## config.mk

```make
export PLATFORM = sky130hd
export DESIGN_NAME = pcsr_regs
export DESIGN_NICKNAME = d
export VERILOG_FILES = /design/src/design/pcsr_pkg.sv /design/src/design/pcsr_slip_if.sv /design/src/design/pcsr_slip_corrector.sv /design/src/design/pcsr_regs.sv
export SDC_FILE = /design/constraint.sdc
export NUM_CORES = 1
export LEC_CHECK = 0
export BUFFER_PORTS_ARGS = -buffer_cell sky130_fd_sc_hd__buf_2
export CORE_MARGIN = 3
export CORE_UTILIZATION = 54
export DETAILED_ROUTE_END_ITERATION = 8
export GPL_TIMING_DRIVEN = 0
export PLACE_DENSITY = 0.75
export SLEW_MARGIN = 20
export SYNTH_ARGS = -nofsm -noshare
export SYNTH_HDL_FRONTEND = slang
export SYNTH_SLANG_ARGS = --single-unit
export TNS_END_PERCENT = 20
```

## constraint.sdc

```tcl
create_clock -name clock -period 1.8 [get_ports clock]
set_clock_uncertainty 0.1 [all_clocks]
set_input_delay 0.09 -clock clock [delete_from_list [all_inputs] [get_ports clock]]
set_output_delay 0.09 -clock clock [all_outputs]
set_load 0.01 [all_outputs]
```

## src/design/pcsr_pkg.sv

```systemverilog
package pcsr_pkg;

  // Serial frame layout: read flag, six address bits, one spare bit, 24 data bits.
  localparam int FRAME_BITS = 32;
  localparam int HEADER_LAST_IDX = 7;
  localparam int FRAME_LAST_IDX = 31;
  localparam int DATA_BITS = 24;

  // Register addresses as the host sends them on the serial port.
  localparam logic [5:0] ADDR_SLIP_GUARD_CONTROL = 6'h1c;
  localparam logic [5:0] ADDR_RESERVED_RW_A = 6'h1d;
  localparam logic [5:0] ADDR_TEMP_SENSOR_CONTROL = 6'h1e;
  localparam logic [5:0] ADDR_LOCK_SWEEP_STATUS = 6'h1f;
  localparam logic [5:0] ADDR_RESERVED_RO_B = 6'h20;
  localparam logic [5:0] ADDR_TEMP_SENSOR_READING = 6'h21;
  localparam logic [5:0] ADDR_RESERVED_RO_C = 6'h22;

  // Field positions.
  localparam int STEP_LSB = 0;
  localparam int STEP_MSB = 3;
  localparam int STEP_DIR_BIT = 3;
  localparam int FORCE_BIT = 4;
  localparam int MANUAL_RSTB_BIT = 5;
  localparam int TSENS_EN_BIT = 0;
  localparam int LOCK_BIT = 0;
  localparam int OVF_LSB = 1;
  localparam int OVF_MSB = 3;
  localparam int SWEEP_BIT = 5;
  localparam int TEMP_MSB = 6;

  // Reset and fixed read values.
  localparam logic [3:0] STEP_RST = 4'h0;
  localparam logic FORCE_RST = 1'h0;
  localparam logic MANUAL_RSTB_RST = 1'h1;
  localparam logic TSENS_EN_RST = 1'h0;
  localparam logic [23:0] RESERVED_RW_A_RST = 24'h00_0000;
  localparam logic [23:0] RESERVED_RO_B_VAL = 24'h00_0020;
  localparam logic [23:0] RESERVED_RO_C_VAL = 24'h00_0000;
  localparam logic [6:0] TEMP_CODE_RST = 7'h00;
  localparam logic [6:0] TEMP_CODE_MAX = 7'h07;

  // Temperature arithmetic in tenths of a degree.
  localparam int TEMP_OFFSET_DECI = 400;
  localparam int TEMP_STEP_DECI = 175;
  localparam int TEMP_SAT_HI_DECI = 825;
  localparam int TEMP_SAT_LO_DECI = -225;

  // Cycles the detector flops are held in reset to realign after a correction.
  localparam int REALIGN_CYCLES = 1;

  typedef enum logic [1:0] {FRAME_IDLE, FRAME_HEADER, FRAME_DATA, FRAME_DONE} pcsr_frame_type;
  typedef enum logic [1:0] {SLIP_IDLE, SLIP_RUN, SLIP_REALIGN} pcsr_slip_type;

endpackage

```

## src/design/pcsr_slip_if.sv

```systemverilog
`timescale 1ns/10ps
interface pcsr_slip_if;
  logic [3:0] step;
  logic enable;
  logic cycle_event;
  logic detector_active;
  logic auto_reset_n;
  logic slip_strobe;
  logic slip_dir;
  logic busy;

  modport main (
    output step,
    output enable,
    output cycle_event,
    output detector_active,
    input auto_reset_n,
    input slip_strobe,
    input slip_dir,
    input busy
  );

  modport corrector (
    input step,
    input enable,
    input cycle_event,
    input detector_active,
    output auto_reset_n,
    output slip_strobe,
    output slip_dir,
    output busy
  );
endinterface

```

## src/design/pcsr_slip_corrector.sv

```systemverilog
`timescale 1ns/10ps
module pcsr_slip_corrector (
  input wire logic clock,
  input wire logic resetn,
  pcsr_slip_if.corrector s
);

  pcsr_pkg::pcsr_slip_type state_q;
  logic [2:0] remaining_q;
  logic dir_q;
  logic auto_reset_n_q;
  logic accept;

  // A correction starts only when enabled, the detector is out of reset and a full cycle is seen.
  assign accept = s.enable && s.cycle_event && s.detector_active
                  && (s.step[2:0] != 3'h0);

  always_ff @(posedge clock) begin
    if (!resetn) begin
      state_q <= pcsr_pkg::SLIP_IDLE;
    end else begin
      case (state_q)
        pcsr_pkg::SLIP_IDLE: begin
          if (accept) begin
            state_q <= pcsr_pkg::SLIP_RUN;
          end
        end
        pcsr_pkg::SLIP_RUN: begin
          // A forced detector reset aborts the correction at once.
          if (!s.detector_active) begin
            state_q <= pcsr_pkg::SLIP_IDLE;
          end else if (remaining_q == 3'h1) begin
            state_q <= pcsr_pkg::SLIP_REALIGN;
          end
        end
        default: begin
          state_q <= pcsr_pkg::SLIP_IDLE;
        end
      endcase
    end
  end

  always_ff @(posedge clock) begin
    if (!resetn) begin
      remaining_q <= 3'h0;
      dir_q <= 1'h0;
    end else if (state_q == pcsr_pkg::SLIP_IDLE && accept) begin
      remaining_q <= s.step[2:0];
      dir_q <= s.step[pcsr_pkg::STEP_DIR_BIT];
    end else if (s.slip_strobe) begin
      remaining_q <= remaining_q - 3'h1;
    end
  end

  // The automatic reset pulses low for one realign cycle after the last slip step.
  always_ff @(posedge clock) begin
    if (!resetn) begin
      auto_reset_n_q <= 1'h1;
    end else begin
      auto_reset_n_q <= !(state_q == pcsr_pkg::SLIP_RUN && s.detector_active
                          && remaining_q == 3'h1);
    end
  end

  assign s.slip_strobe = (state_q == pcsr_pkg::SLIP_RUN) && s.detector_active;
  assign s.slip_dir = dir_q;
  assign s.auto_reset_n = auto_reset_n_q;
  assign s.busy = (state_q != pcsr_pkg::SLIP_IDLE);

endmodule

```

## src/design/pcsr_regs.sv

```systemverilog
// How it works
// - Step field zero turns the cycle-slip guard off completely.
// - Nonzero step slips the detector by the programmed count per full-cycle error.
// - Top step bit gives direction; slips happen only while detector reset releases.
// - Override set: detector reset follows manual bit; clear: guard logic drives it.
// - Detector held in reset tristates the charge pump, opening the loop.
// - Manual reset bit resets to one; guard needs it and the global enable.
// - Status bit 0 reads one while locked, zero while unlocked.
// - Status bits 3 to 1 read one when the modulator overflowed.
// - Status bit 5 reads one while a sweep ramp runs.
// - Temperature code is floor((temperature plus 40) / 17.5).
// - Code saturates at seven from 82.5 up and zero from -22.5 down.
// - Reserved word at 1D is writable, resets to zero.
// - Reserved word at 20 is read-only and reads hex 20.
// - Reserved word at 22 is read-only and reads zero.
`timescale 1ns/10ps
module pcsr_regs (
  input wire logic clock,
  input wire logic resetn,
  input wire logic serial_clock,
  input wire logic serial_enable,
  input wire logic serial_data_in,
  output logic serial_data_out,
  output logic serial_data_out_en,
  input wire logic csp_global_enable,
  input wire logic phase_full_cycle,
  input wire logic lock_flag,
  input wire logic [2:0] modulator_overflow_flags,
  input wire logic sweep_active_flag,
  input wire logic tsens_sample_strobe,
  input wire logic signed [11:0] tsens_temp_deci,
  output logic tsens_enable,
  output logic pfd_reset_n,
  output logic charge_pump_tristate,
  output logic slip_strobe,
  output logic slip_direction
);

  ////////////////////////////////////////////////////////////////////////////////
  // Register state.

  logic [3:0] slip_guard_step_q;
  logic force_q;
  logic manual_rstb_q;
  logic [23:0] reserved_rw_a_q;
  logic tsens_enable_q;
  logic [6:0] temp_code_q;
  logic pfd_reset_n_q;
  logic charge_pump_tristate_q;
  logic serial_data_out_q;
  logic serial_data_out_en_q;

  // Serial port state.
  pcsr_pkg::pcsr_frame_type frame_q;
  logic serial_clock_q;
  logic sck_rise;
  logic sck_fall;
  logic [5:0] bit_cnt_q;
  logic [30:0] shift_in_q;
  logic rw_q;
  logic [5:0] addr_q;
  logic [23:0] rd_shift_q;
  logic [7:0] header_word;
  logic [23:0] write_word;
  logic header_done;
  logic frame_write;
  logic [23:0] read_word;

  logic slip_guard_enable;
  logic pfd_reset_n_d;

  pcsr_slip_if slip ();

  ////////////////////////////////////////////////////////////////////////////////
  // Temperature conversion without a divider: compare against each code threshold.

  function automatic logic [6:0] temp_to_code(input logic signed [11:0] t);
    logic [6:0] code;
    int ti;
    code = pcsr_pkg::TEMP_CODE_RST;
    ti = int'(t);
    if (ti >= pcsr_pkg::TEMP_SAT_HI_DECI) begin
      code = pcsr_pkg::TEMP_CODE_MAX;
    end else if (ti > pcsr_pkg::TEMP_SAT_LO_DECI) begin
      for (int k = 1; k < 7; k++) begin
        if (ti >= k * pcsr_pkg::TEMP_STEP_DECI - pcsr_pkg::TEMP_OFFSET_DECI) begin
          code = 7'(k);
        end
      end
    end
    return code;
  endfunction

  ////////////////////////////////////////////////////////////////////////////////
  // Serial frame capture. The serial pins are synchronous to clock, so edges are found
  // by comparing with the previous sample.

  assign sck_rise = serial_clock && !serial_clock_q;
  assign sck_fall = !serial_clock && serial_clock_q;
  assign header_word = {shift_in_q[6:0], serial_data_in};
  assign write_word = {shift_in_q[22:0], serial_data_in};
  assign header_done = (frame_q == pcsr_pkg::FRAME_HEADER) && sck_rise
                       && (bit_cnt_q == 6'(pcsr_pkg::HEADER_LAST_IDX));
  assign frame_write = (frame_q == pcsr_pkg::FRAME_DATA) && sck_rise && !rw_q
                       && (bit_cnt_q == 6'(pcsr_pkg::FRAME_LAST_IDX));

  always_ff @(posedge clock) begin
    if (!resetn) begin
      serial_clock_q <= 1'h0;
    end else begin
      serial_clock_q <= serial_clock;
    end
  end

  always_ff @(posedge clock) begin
    if (!resetn) begin
      frame_q <= pcsr_pkg::FRAME_IDLE;
    end else if (!serial_enable) begin
      frame_q <= pcsr_pkg::FRAME_IDLE;
    end else begin
      case (frame_q)
        pcsr_pkg::FRAME_IDLE: begin
          frame_q <= pcsr_pkg::FRAME_HEADER;
        end
        pcsr_pkg::FRAME_HEADER: begin
          if (header_done) begin
            frame_q <= pcsr_pkg::FRAME_DATA;
          end
        end
        pcsr_pkg::FRAME_DATA: begin
          if (sck_rise && bit_cnt_q == 6'(pcsr_pkg::FRAME_LAST_IDX)) begin
            frame_q <= pcsr_pkg::FRAME_DONE;
          end
        end
        default: begin
          frame_q <= pcsr_pkg::FRAME_DONE;
        end
      endcase
    end
  end

  always_ff @(posedge clock) begin
    if (!resetn || !serial_enable) begin
      bit_cnt_q <= 6'h00;
      shift_in_q <= 31'h0000_0000;
    end else if (sck_rise && frame_q != pcsr_pkg::FRAME_DONE) begin
      bit_cnt_q <= bit_cnt_q + 6'h01;
      shift_in_q <= {shift_in_q[29:0], serial_data_in};
    end
  end

  always_ff @(posedge clock) begin
    if (!resetn) begin
      rw_q <= 1'h0;
      addr_q <= 6'h00;
    end else if (header_done) begin
      rw_q <= header_word[7];
      addr_q <= header_word[6:1];
    end
  end

  ////////////////////////////////////////////////////////////////////////////////
  // Read decode. Status and reading words are sampled live at the end of the header.

  always_comb begin
    read_word = 24'h00_0000;
    if (header_word[6:1] == pcsr_pkg::ADDR_SLIP_GUARD_CONTROL) begin
      read_word[pcsr_pkg::STEP_MSB:pcsr_pkg::STEP_LSB] = slip_guard_step_q;
      read_word[pcsr_pkg::FORCE_BIT] = force_q;
      read_word[pcsr_pkg::MANUAL_RSTB_BIT] = manual_rstb_q;
    end else if (header_word[6:1] == pcsr_pkg::ADDR_RESERVED_RW_A) begin
      read_word = reserved_rw_a_q;
    end else if (header_word[6:1] == pcsr_pkg::ADDR_TEMP_SENSOR_CONTROL) begin
      read_word[pcsr_pkg::TSENS_EN_BIT] = tsens_enable_q;
    end else if (header_word[6:1] == pcsr_pkg::ADDR_LOCK_SWEEP_STATUS) begin
      read_word[pcsr_pkg::LOCK_BIT] = lock_flag;
      read_word[pcsr_pkg::OVF_MSB:pcsr_pkg::OVF_LSB] = modulator_overflow_flags;
      read_word[pcsr_pkg::SWEEP_BIT] = sweep_active_flag;
    end else if (header_word[6:1] == pcsr_pkg::ADDR_RESERVED_RO_B) begin
      read_word = pcsr_pkg::RESERVED_RO_B_VAL;
    end else if (header_word[6:1] == pcsr_pkg::ADDR_TEMP_SENSOR_READING) begin
      read_word[pcsr_pkg::TEMP_MSB:0] = temp_code_q;
    end else if (header_word[6:1] == pcsr_pkg::ADDR_RESERVED_RO_C) begin
      read_word = pcsr_pkg::RESERVED_RO_C_VAL;
    end
  end

  // Read data leave on falling edges so the host can sample them on the next rising edge.
  always_ff @(posedge clock) begin
    if (!resetn) begin
      rd_shift_q <= 24'h00_0000;
      serial_data_out_q <= 1'h0;
    end else if (header_done) begin
      rd_shift_q <= read_word;
    end else if (frame_q == pcsr_pkg::FRAME_DATA && rw_q && sck_fall) begin
      serial_data_out_q <= rd_shift_q[pcsr_pkg::DATA_BITS - 1];
      rd_shift_q <= {rd_shift_q[22:0], 1'h0};
    end
  end

  always_ff @(posedge clock) begin
    if (!resetn) begin
      serial_data_out_en_q <= 1'h0;
    end else begin
      serial_data_out_en_q <= serial_enable && frame_q == pcsr_pkg::FRAME_DATA && rw_q;
    end
  end

  ////////////////////////////////////////////////////////////////////////////////
  // Writes commit only at the last data bit, so a frame cut short changes nothing.
  // Writes to read-only or unmapped addresses are dropped.

  always_ff @(posedge clock) begin
    if (!resetn) begin
      slip_guard_step_q <= pcsr_pkg::STEP_RST;
      force_q <= pcsr_pkg::FORCE_RST;
      manual_rstb_q <= pcsr_pkg::MANUAL_RSTB_RST;
    end else if (frame_write && addr_q == pcsr_pkg::ADDR_SLIP_GUARD_CONTROL) begin
      slip_guard_step_q <= write_word[pcsr_pkg::STEP_MSB:pcsr_pkg::STEP_LSB];
      force_q <= write_word[pcsr_pkg::FORCE_BIT];
      manual_rstb_q <= write_word[pcsr_pkg::MANUAL_RSTB_BIT];
    end
  end

  always_ff @(posedge clock) begin
    if (!resetn) begin
      reserved_rw_a_q <= pcsr_pkg::RESERVED_RW_A_RST;
    end else if (frame_write && addr_q == pcsr_pkg::ADDR_RESERVED_RW_A) begin
      reserved_rw_a_q <= write_word;
    end
  end

  always_ff @(posedge clock) begin
    if (!resetn) begin
      tsens_enable_q <= pcsr_pkg::TSENS_EN_RST;
    end else if (frame_write && addr_q == pcsr_pkg::ADDR_TEMP_SENSOR_CONTROL) begin
      tsens_enable_q <= write_word[pcsr_pkg::TSENS_EN_BIT];
    end
  end

  ////////////////////////////////////////////////////////////////////////////////
  // Temperature measurement. A sample taken while the sensor is off is ignored, and
  // the reading keeps its last value; reads never disturb it.

  always_ff @(posedge clock) begin
    if (!resetn) begin
      temp_code_q <= pcsr_pkg::TEMP_CODE_RST;
    end else if (tsens_enable_q && tsens_sample_strobe) begin
      temp_code_q <= temp_to_code(tsens_temp_deci);
    end
  end

  ////////////////////////////////////////////////////////////////////////////////
  // Cycle-slip guard and detector reset.

  assign slip_guard_enable = (slip_guard_step_q != 4'h0) && manual_rstb_q
                             && csp_global_enable;
  assign pfd_reset_n_d = force_q ? manual_rstb_q : slip.auto_reset_n;

  always_ff @(posedge clock) begin
    if (!resetn) begin
      pfd_reset_n_q <= 1'h1;
      charge_pump_tristate_q <= 1'h0;
    end else begin
      pfd_reset_n_q <= pfd_reset_n_d;
      charge_pump_tristate_q <= !pfd_reset_n_d;
    end
  end

  assign slip.step = slip_guard_step_q;
  assign slip.enable = slip_guard_enable;
  assign slip.cycle_event = phase_full_cycle;
  assign slip.detector_active = pfd_reset_n_q;

  pcsr_slip_corrector u_corrector (
    .clock(clock),
    .resetn(resetn),
    .s(slip.corrector)
  );

  assign tsens_enable = tsens_enable_q;
  assign pfd_reset_n = pfd_reset_n_q;
  assign charge_pump_tristate = charge_pump_tristate_q;
  assign slip_strobe = slip.slip_strobe;
  assign slip_direction = slip.slip_dir;
  assign serial_data_out = serial_data_out_q;
  assign serial_data_out_en = serial_data_out_en_q;
endmodule

```

Yosys cells after proc, flatten, opt, wreduce, memory -nomap -nowiden
Index checks and enable logic that the tools add are counted.
Word-level totals
  register bits after elaboration: 112
  input bits: 25
  output and inout port bits: 7
  word-level logic and storage cells: 133
Cells by class
  add/subtract/negate cells: 2
  magnitude comparators: 8
  eq/ne operators: 20
  mux-type cells: 38
  bitwise logic cells: 1
  reductions and logical operators: 43
Operator list (count)
  $mux 24: 10
  $mux 7: 8
  $eq 6x5->1 const B: 8
  $mux 18: 2
  $logic_and 1x1->1: 25
  $ge 12x10->1 const B: 2
  $ge 12x11->1 const B: 2
  $mux 23: 1
  $mux 17: 1
  $eq 6x6->1 const B: 2
  $ge 12x7->1 const B: 1
  $ge 12x8->1 const B: 1
  $ge 12x9->1 const B: 1
  $gt 12x9->1 const B: 1
  $mux 2: 5
  $reduce_and 2->1: 4
  $logic_not 1->1: 7
  $add 6x1->6 const B: 1
  $eq 6x3->1 const B: 1
  $mux 3: 2
  $mux 6: 1
  $ne 2x2->1 const B: 3
  $pmux 2 s3: 1
  $mux 1: 5
  other kinds (14): 17

Logic depth before layout (Yosys ltp)
  word-level depth: 14
  gate-level depth with buffers: 8

Cells and area by module
A second synthesis with hierarchy kept.
Unflattened totals
  cells, all modules: 555
  area total of the unflattened synthesis: 4709.5 um^2
Modules (own cells, without submodules)
  pcsr_regs: times used 1, cells an instance 518, area an instance 4326.6 um^2, sequential area each 2021.9 um^2
  pcsr_slip_corrector: times used 1, cells an instance 37, area an instance 382.9 um^2, sequential area each 140.1 um^2

Worst setup path after synthesis
Ideal clock, no wire load.
  path kind: reg-to-reg
  start: register bit_cnt_q[0]
  end: register manual_rstb_q
  library setup time: 127 ps
  arrival: 1663 ps
  required time: 1573 ps
  path slack: -90 ps
  stages on the path, launching flop included: 7
  buffers on the path: 0
  path through: dfxtp_1 -> ha_1 -> and3b_1 -> nand4_1 -> nor4b_4 -> mux2i_1 -> nand2_1
Between the ends
  longest elaborated chain between the ends: 3
RTL lines
  start: declaration: RTL line pcsr_regs.sv:58  | logic [5:0] bit_cnt_q;
  start signal: assignment: RTL line pcsr_regs.sv:147  | bit_cnt_q <= bit_cnt_q + 6'h01;
  $eq 6x5->1: RTL line pcsr_regs.sv:105  | && (bit_cnt_q == 6'(pcsr_pkg::FRAME_LAST_IDX));
  $logic_and 1x1->1: RTL line pcsr_regs.sv:105
  $logic_and 1x1->1: RTL line pcsr_regs.sv:218  | end else if (frame_write && addr_q == pcsr_pkg::ADDR_SLIP_GUARD_CONTROL) begin
  end signal: assignment: RTL line pcsr_regs.sv:217  | manual_rstb_q <= pcsr_pkg::MANUAL_RSTB_RST;
  end signal: assignment: RTL line pcsr_regs.sv:221  | manual_rstb_q <= write_word[pcsr_pkg::MANUAL_RSTB_BIT];
  end: declaration: RTL line pcsr_regs.sv:44  | logic manual_rstb_q;
No other way between the ends.
A chain may end at the register's enable or synchronous reset.

Final worst setup path
Same ends and word-level chain as after synthesis.

==> flow_summary_export.csv <==
group,metric,value,unit
detailed_routing,wl_per_cell,15.3,um
logic_synthesis,synth_edf_count,0,
sta,fin_ws,-0.131,ns
die,io-pin-count,32,
setup_path,r2r_cells,8,
setup_path,crit_path_max_fanout,6,
detailed_routing,num_vias,4178,
hold_path,hold_path_end,"temp_code_q[1]",
pwr,p_leak,1.93,nW
setup_path,rr_endpoint,"manual_rstb_q",
pwr,pwr-share-seq,0.626,
logic_synthesis,postSynthCellCount,547,
sta,setup_violations,55,
placed_design,place.gp.congestion,0.935,
pwr,peakVddDrop,0.396,mV
sta,worst_pin_slew,0.519,ns
detailed_routing,drc,0,
hold_path,hold_path_class,"input pin to flop",
logic_synthesis,avgSynthCellArea,8.45,um2
pwr,p_int,2.94,mW
clock_network,cts_tree,"yes",
detailed_routing,firstDrtPassIters,5,
global_routing,overflow,0,
sta,finalMaxSlewViolations,0,
clock_network,cts-buffers-inserted,9,
setup_path,r2r_slack,-0.13,ns
detailed_routing,wl,11.1,mm
clock_network,clock_path_buffers,2,
global_routing,grt_pass1_wl,17.9,mm
sta,slew_headroom,0.654,
sta,finalHoldViolCount,0,
logic_synthesis,ys.flop_type,"dfxtp_1",
sta,fin_hold_ws,0.0285,ns
finish,final_area,5520,um2
finish,drive_gt1_frac,0.210,
setup_path,cp-start-kind,"flop",
hold_path,hold_start,"tsens_temp_deci[11]",
clock_network,path_clk_slew,0.09,ns
clock_network,clock_sinks,108,
global_routing,antenna_found_initial,0,
logic_synthesis,yosysSeqAreaShare,0.468,
pwr,swShare,0.232,
flow_run,drv_cap,0,
placed_design,place_area,4930,um2
pwr,comb_power_share,0.053,
global_routing,grt_pass1_vias,3779,
clock_network,cts.htree.levels,3,
setup_path,rr_startpoint,"bit_cnt_q[0]",
setup_path,max_stage_delay,0.37,ns
detailed_routing,drtAntennaViolNets,0,
die,die_h,98.5,um
logic_synthesis,ys_ff_latch,108,
setup_path,worstPathRequired,1.95,ns
global_routing,grt_max_degree,16,
logic_synthesis,synthArstFlopShare,0,
setup_path,worstSetupPathType,"flop to flop",
pwr,p_total,3.83,mW
die,initial_core_util,0.560,
status,violations,"setup timing",
placed_design,port-buffer-count,30,
placed_design,dp_slack,-0.437,ns
status,status,"finished with violations",
sta,max_freq,518,MHz
pwr,powerDensity,694,nW/um2
finish,final_common_cell,"nand2_1",
finish,fin_nets,644,
sta,rsz0062_at_grt,"yes",
finish,syn_to_final_growth,19.3,%
logic_synthesis,syn_nets,575,
logic_synthesis,yosys_warnings,0,
logic_synthesis,netlist_area,4620,um2
placed_design,place_hpwl,7.42,mm
hold_path,hold_depth,4,
clock_network,clock-root-buffer,"clkbuf_8",
die,die_w,98.5,um
setup_path,cp_cell_sequence,"ha_4 > and3b_2 > nand4_1 > buf_4 > nor4b_4 > buf_6 > mux2i_1 > nand2_1",
setup_path,cp_slowest_cell,"dfxtp_2",
finish,num_antenna_cells,0,
detailed_routing,viasPerCell,5.78,
die,coreArea,8260,um2
finish,final_cell_mix,"nand2_1, dfxtp_1, a21oi_1, buf_2, nand3_1",
detailed_routing,drtIter0Drc,256,
finish,final_util,0.668,
die,row_count,33,
pwr,netSwitchingPower,890,uW
sta,finalCritPeriodShare,1.07,
setup_path,end_kind,"flop",
sta,post-route-min-period,1.93,ns
pwr,pwr-share-clk,0.322,
setup_path,cp.arrival,2.08,ns
die,dieArea,9710,um2
logic_synthesis,synthDistinctLibCells,52,
global_routing,grt_usage,0.223,
clock_network,clock_latency,0.37,ns
## sequential cells by signal (all words and copies together) (netlist names), 3 cells and up
| name | count |
|---|---|
| addr_q | 6 |
| bit_cnt_q | 6 |
| rd_shift_q | 24 |
| reserved_rw_a_q | 24 |
| shift_in_q | 23 |
| slip.step | 4 |
| temp_code_q | 3 |
| u_corrector.remaining_q | 3 |
## power groups by stage
stage	logic (mW)	registers, mW	clock network (mW)
floorplan	0.106	2.45	0
global placement	0.182	2.45	0
detailed placement	0.186	2.45	0
CTS	0.195	2.40	1.26
global route	0.221	2.40	1.34
finish	0.201	2.40	1.23
## routing by layer
metal  global-route usage  vias up  wire, um
met5                    0        -         0
met4               0.0630        0       168
met3               0.0531       17       584
met2                0.358      109      5250
met1                0.302     2008      5080
li1                     -     2044         -
## worst max-delay path, delay by kind of cell, from the launching register on
kind	cells	cell delay (ns)
buffers and inverters	2	0.38
AND/OR/NAND/NOR	4	0.66
adder cells (fa/ha/maj)	1	0.13
multiplexers	1	0.18
flip-flops	1	0.37
## synth_stat cells, types with 2 or more instances
cell type	count	area, um2
a21oi_1	34	170
clkbuf_1	25	93.8
ha_1	3	37.5
nand4_1	3	18.8
nand2b_1	3	18.8
nand3_1	32	160
nand4b_1	3	26.3
nor4bb_1	3	30.0
buf_4	3	22.5
o211ai_1	2	15.0
xor2_1	3	26.3
o211a_1	3	30.0
nor2b_1	15	93.8
and3_1	2	12.5
nand2_1	127	477
and3b_1	2	17.5
o21ai_0	39	195
a221oi_1	4	35.0
mux2i_1	12	120
buf_2	4	20.0
nor3_1	9	45.0
and2_1	8	50.1
buf_1	2	7.51
nor2_1	15	56.3
or4b_2	2	20.0
xnor2_1	3	26.3
a21boi_0	18	135
dfxtp_1	108	2160
a22oi_1	19	143
a21boi_1	9	67.6
inv_1	6	22.5
o31ai_1	2	15.0
mux2_2	2	22.5
nor4b_4	2	47.6
o221ai_1	3	26.3
## worst max-delay path by stage
stage	from	to	slack, ns	depth (start not counted)
global route	bit_cnt_q[0]	manual_rstb_q	-0.24	8
detailed placement	shift_in_q[3]	rd_shift_q[19]	-0.44	5
CTS	bit_cnt_q[3]	rd_shift_q[19]	-0.15	7
finish	bit_cnt_q[0]	manual_rstb_q	-0.13	8
floorplan	bit_cnt_q[1]	manual_rstb_q	-0.07	6
global placement	bit_cnt_q[0]	manual_rstb_q	-0.33	6
## kinds of logic after synthesis
logic type	count (synthesis)	share of synthesized area
buffers and inverters	41	0.0384
muxes	14	0.0309
adders and majority gates	3	0.00812
AOI/OAI and AO/OA	141	0.195
and+or+nand+nor	234	0.249
xor gates and xnor gates	6	0.0114
DFF	108	0.468
## stage by stage
| step | std cells | TNS [ns] |
|---|---|---|
| CTS | 712 | -3.43 |
| global placement | 682 | -11.98 |
| finish | 723 | -3.30 |
| detailed placement | 682 | -16.56 |
| floorplan | 547 | -0.455 |
| global route | 723 | -9.22 |
## final cells by class
class                           instances  area (um2)
Multi-Input combinational cell        398        2440
Sequential cell                       108        2170
Inverter                                6        22.5
Clock buffer                           10         128
Buffer                                 35         199
Timing Repair Buffer                   58         408
Clock inverter                          3        17.5
Fill cell                             689        2740
Tap cell                              105         131
## timing repair
item	4_1_cts	5_1_grt
endpoints found under the setup margin	83	75
pin swaps	6	33
hold buffers	3	0
buffers inserted	12	9
hold endpoints to repair	7	0
gates cloned	2	2
resized for setup	41	61
Note: power is estimated with default switching activity, not from simulation.
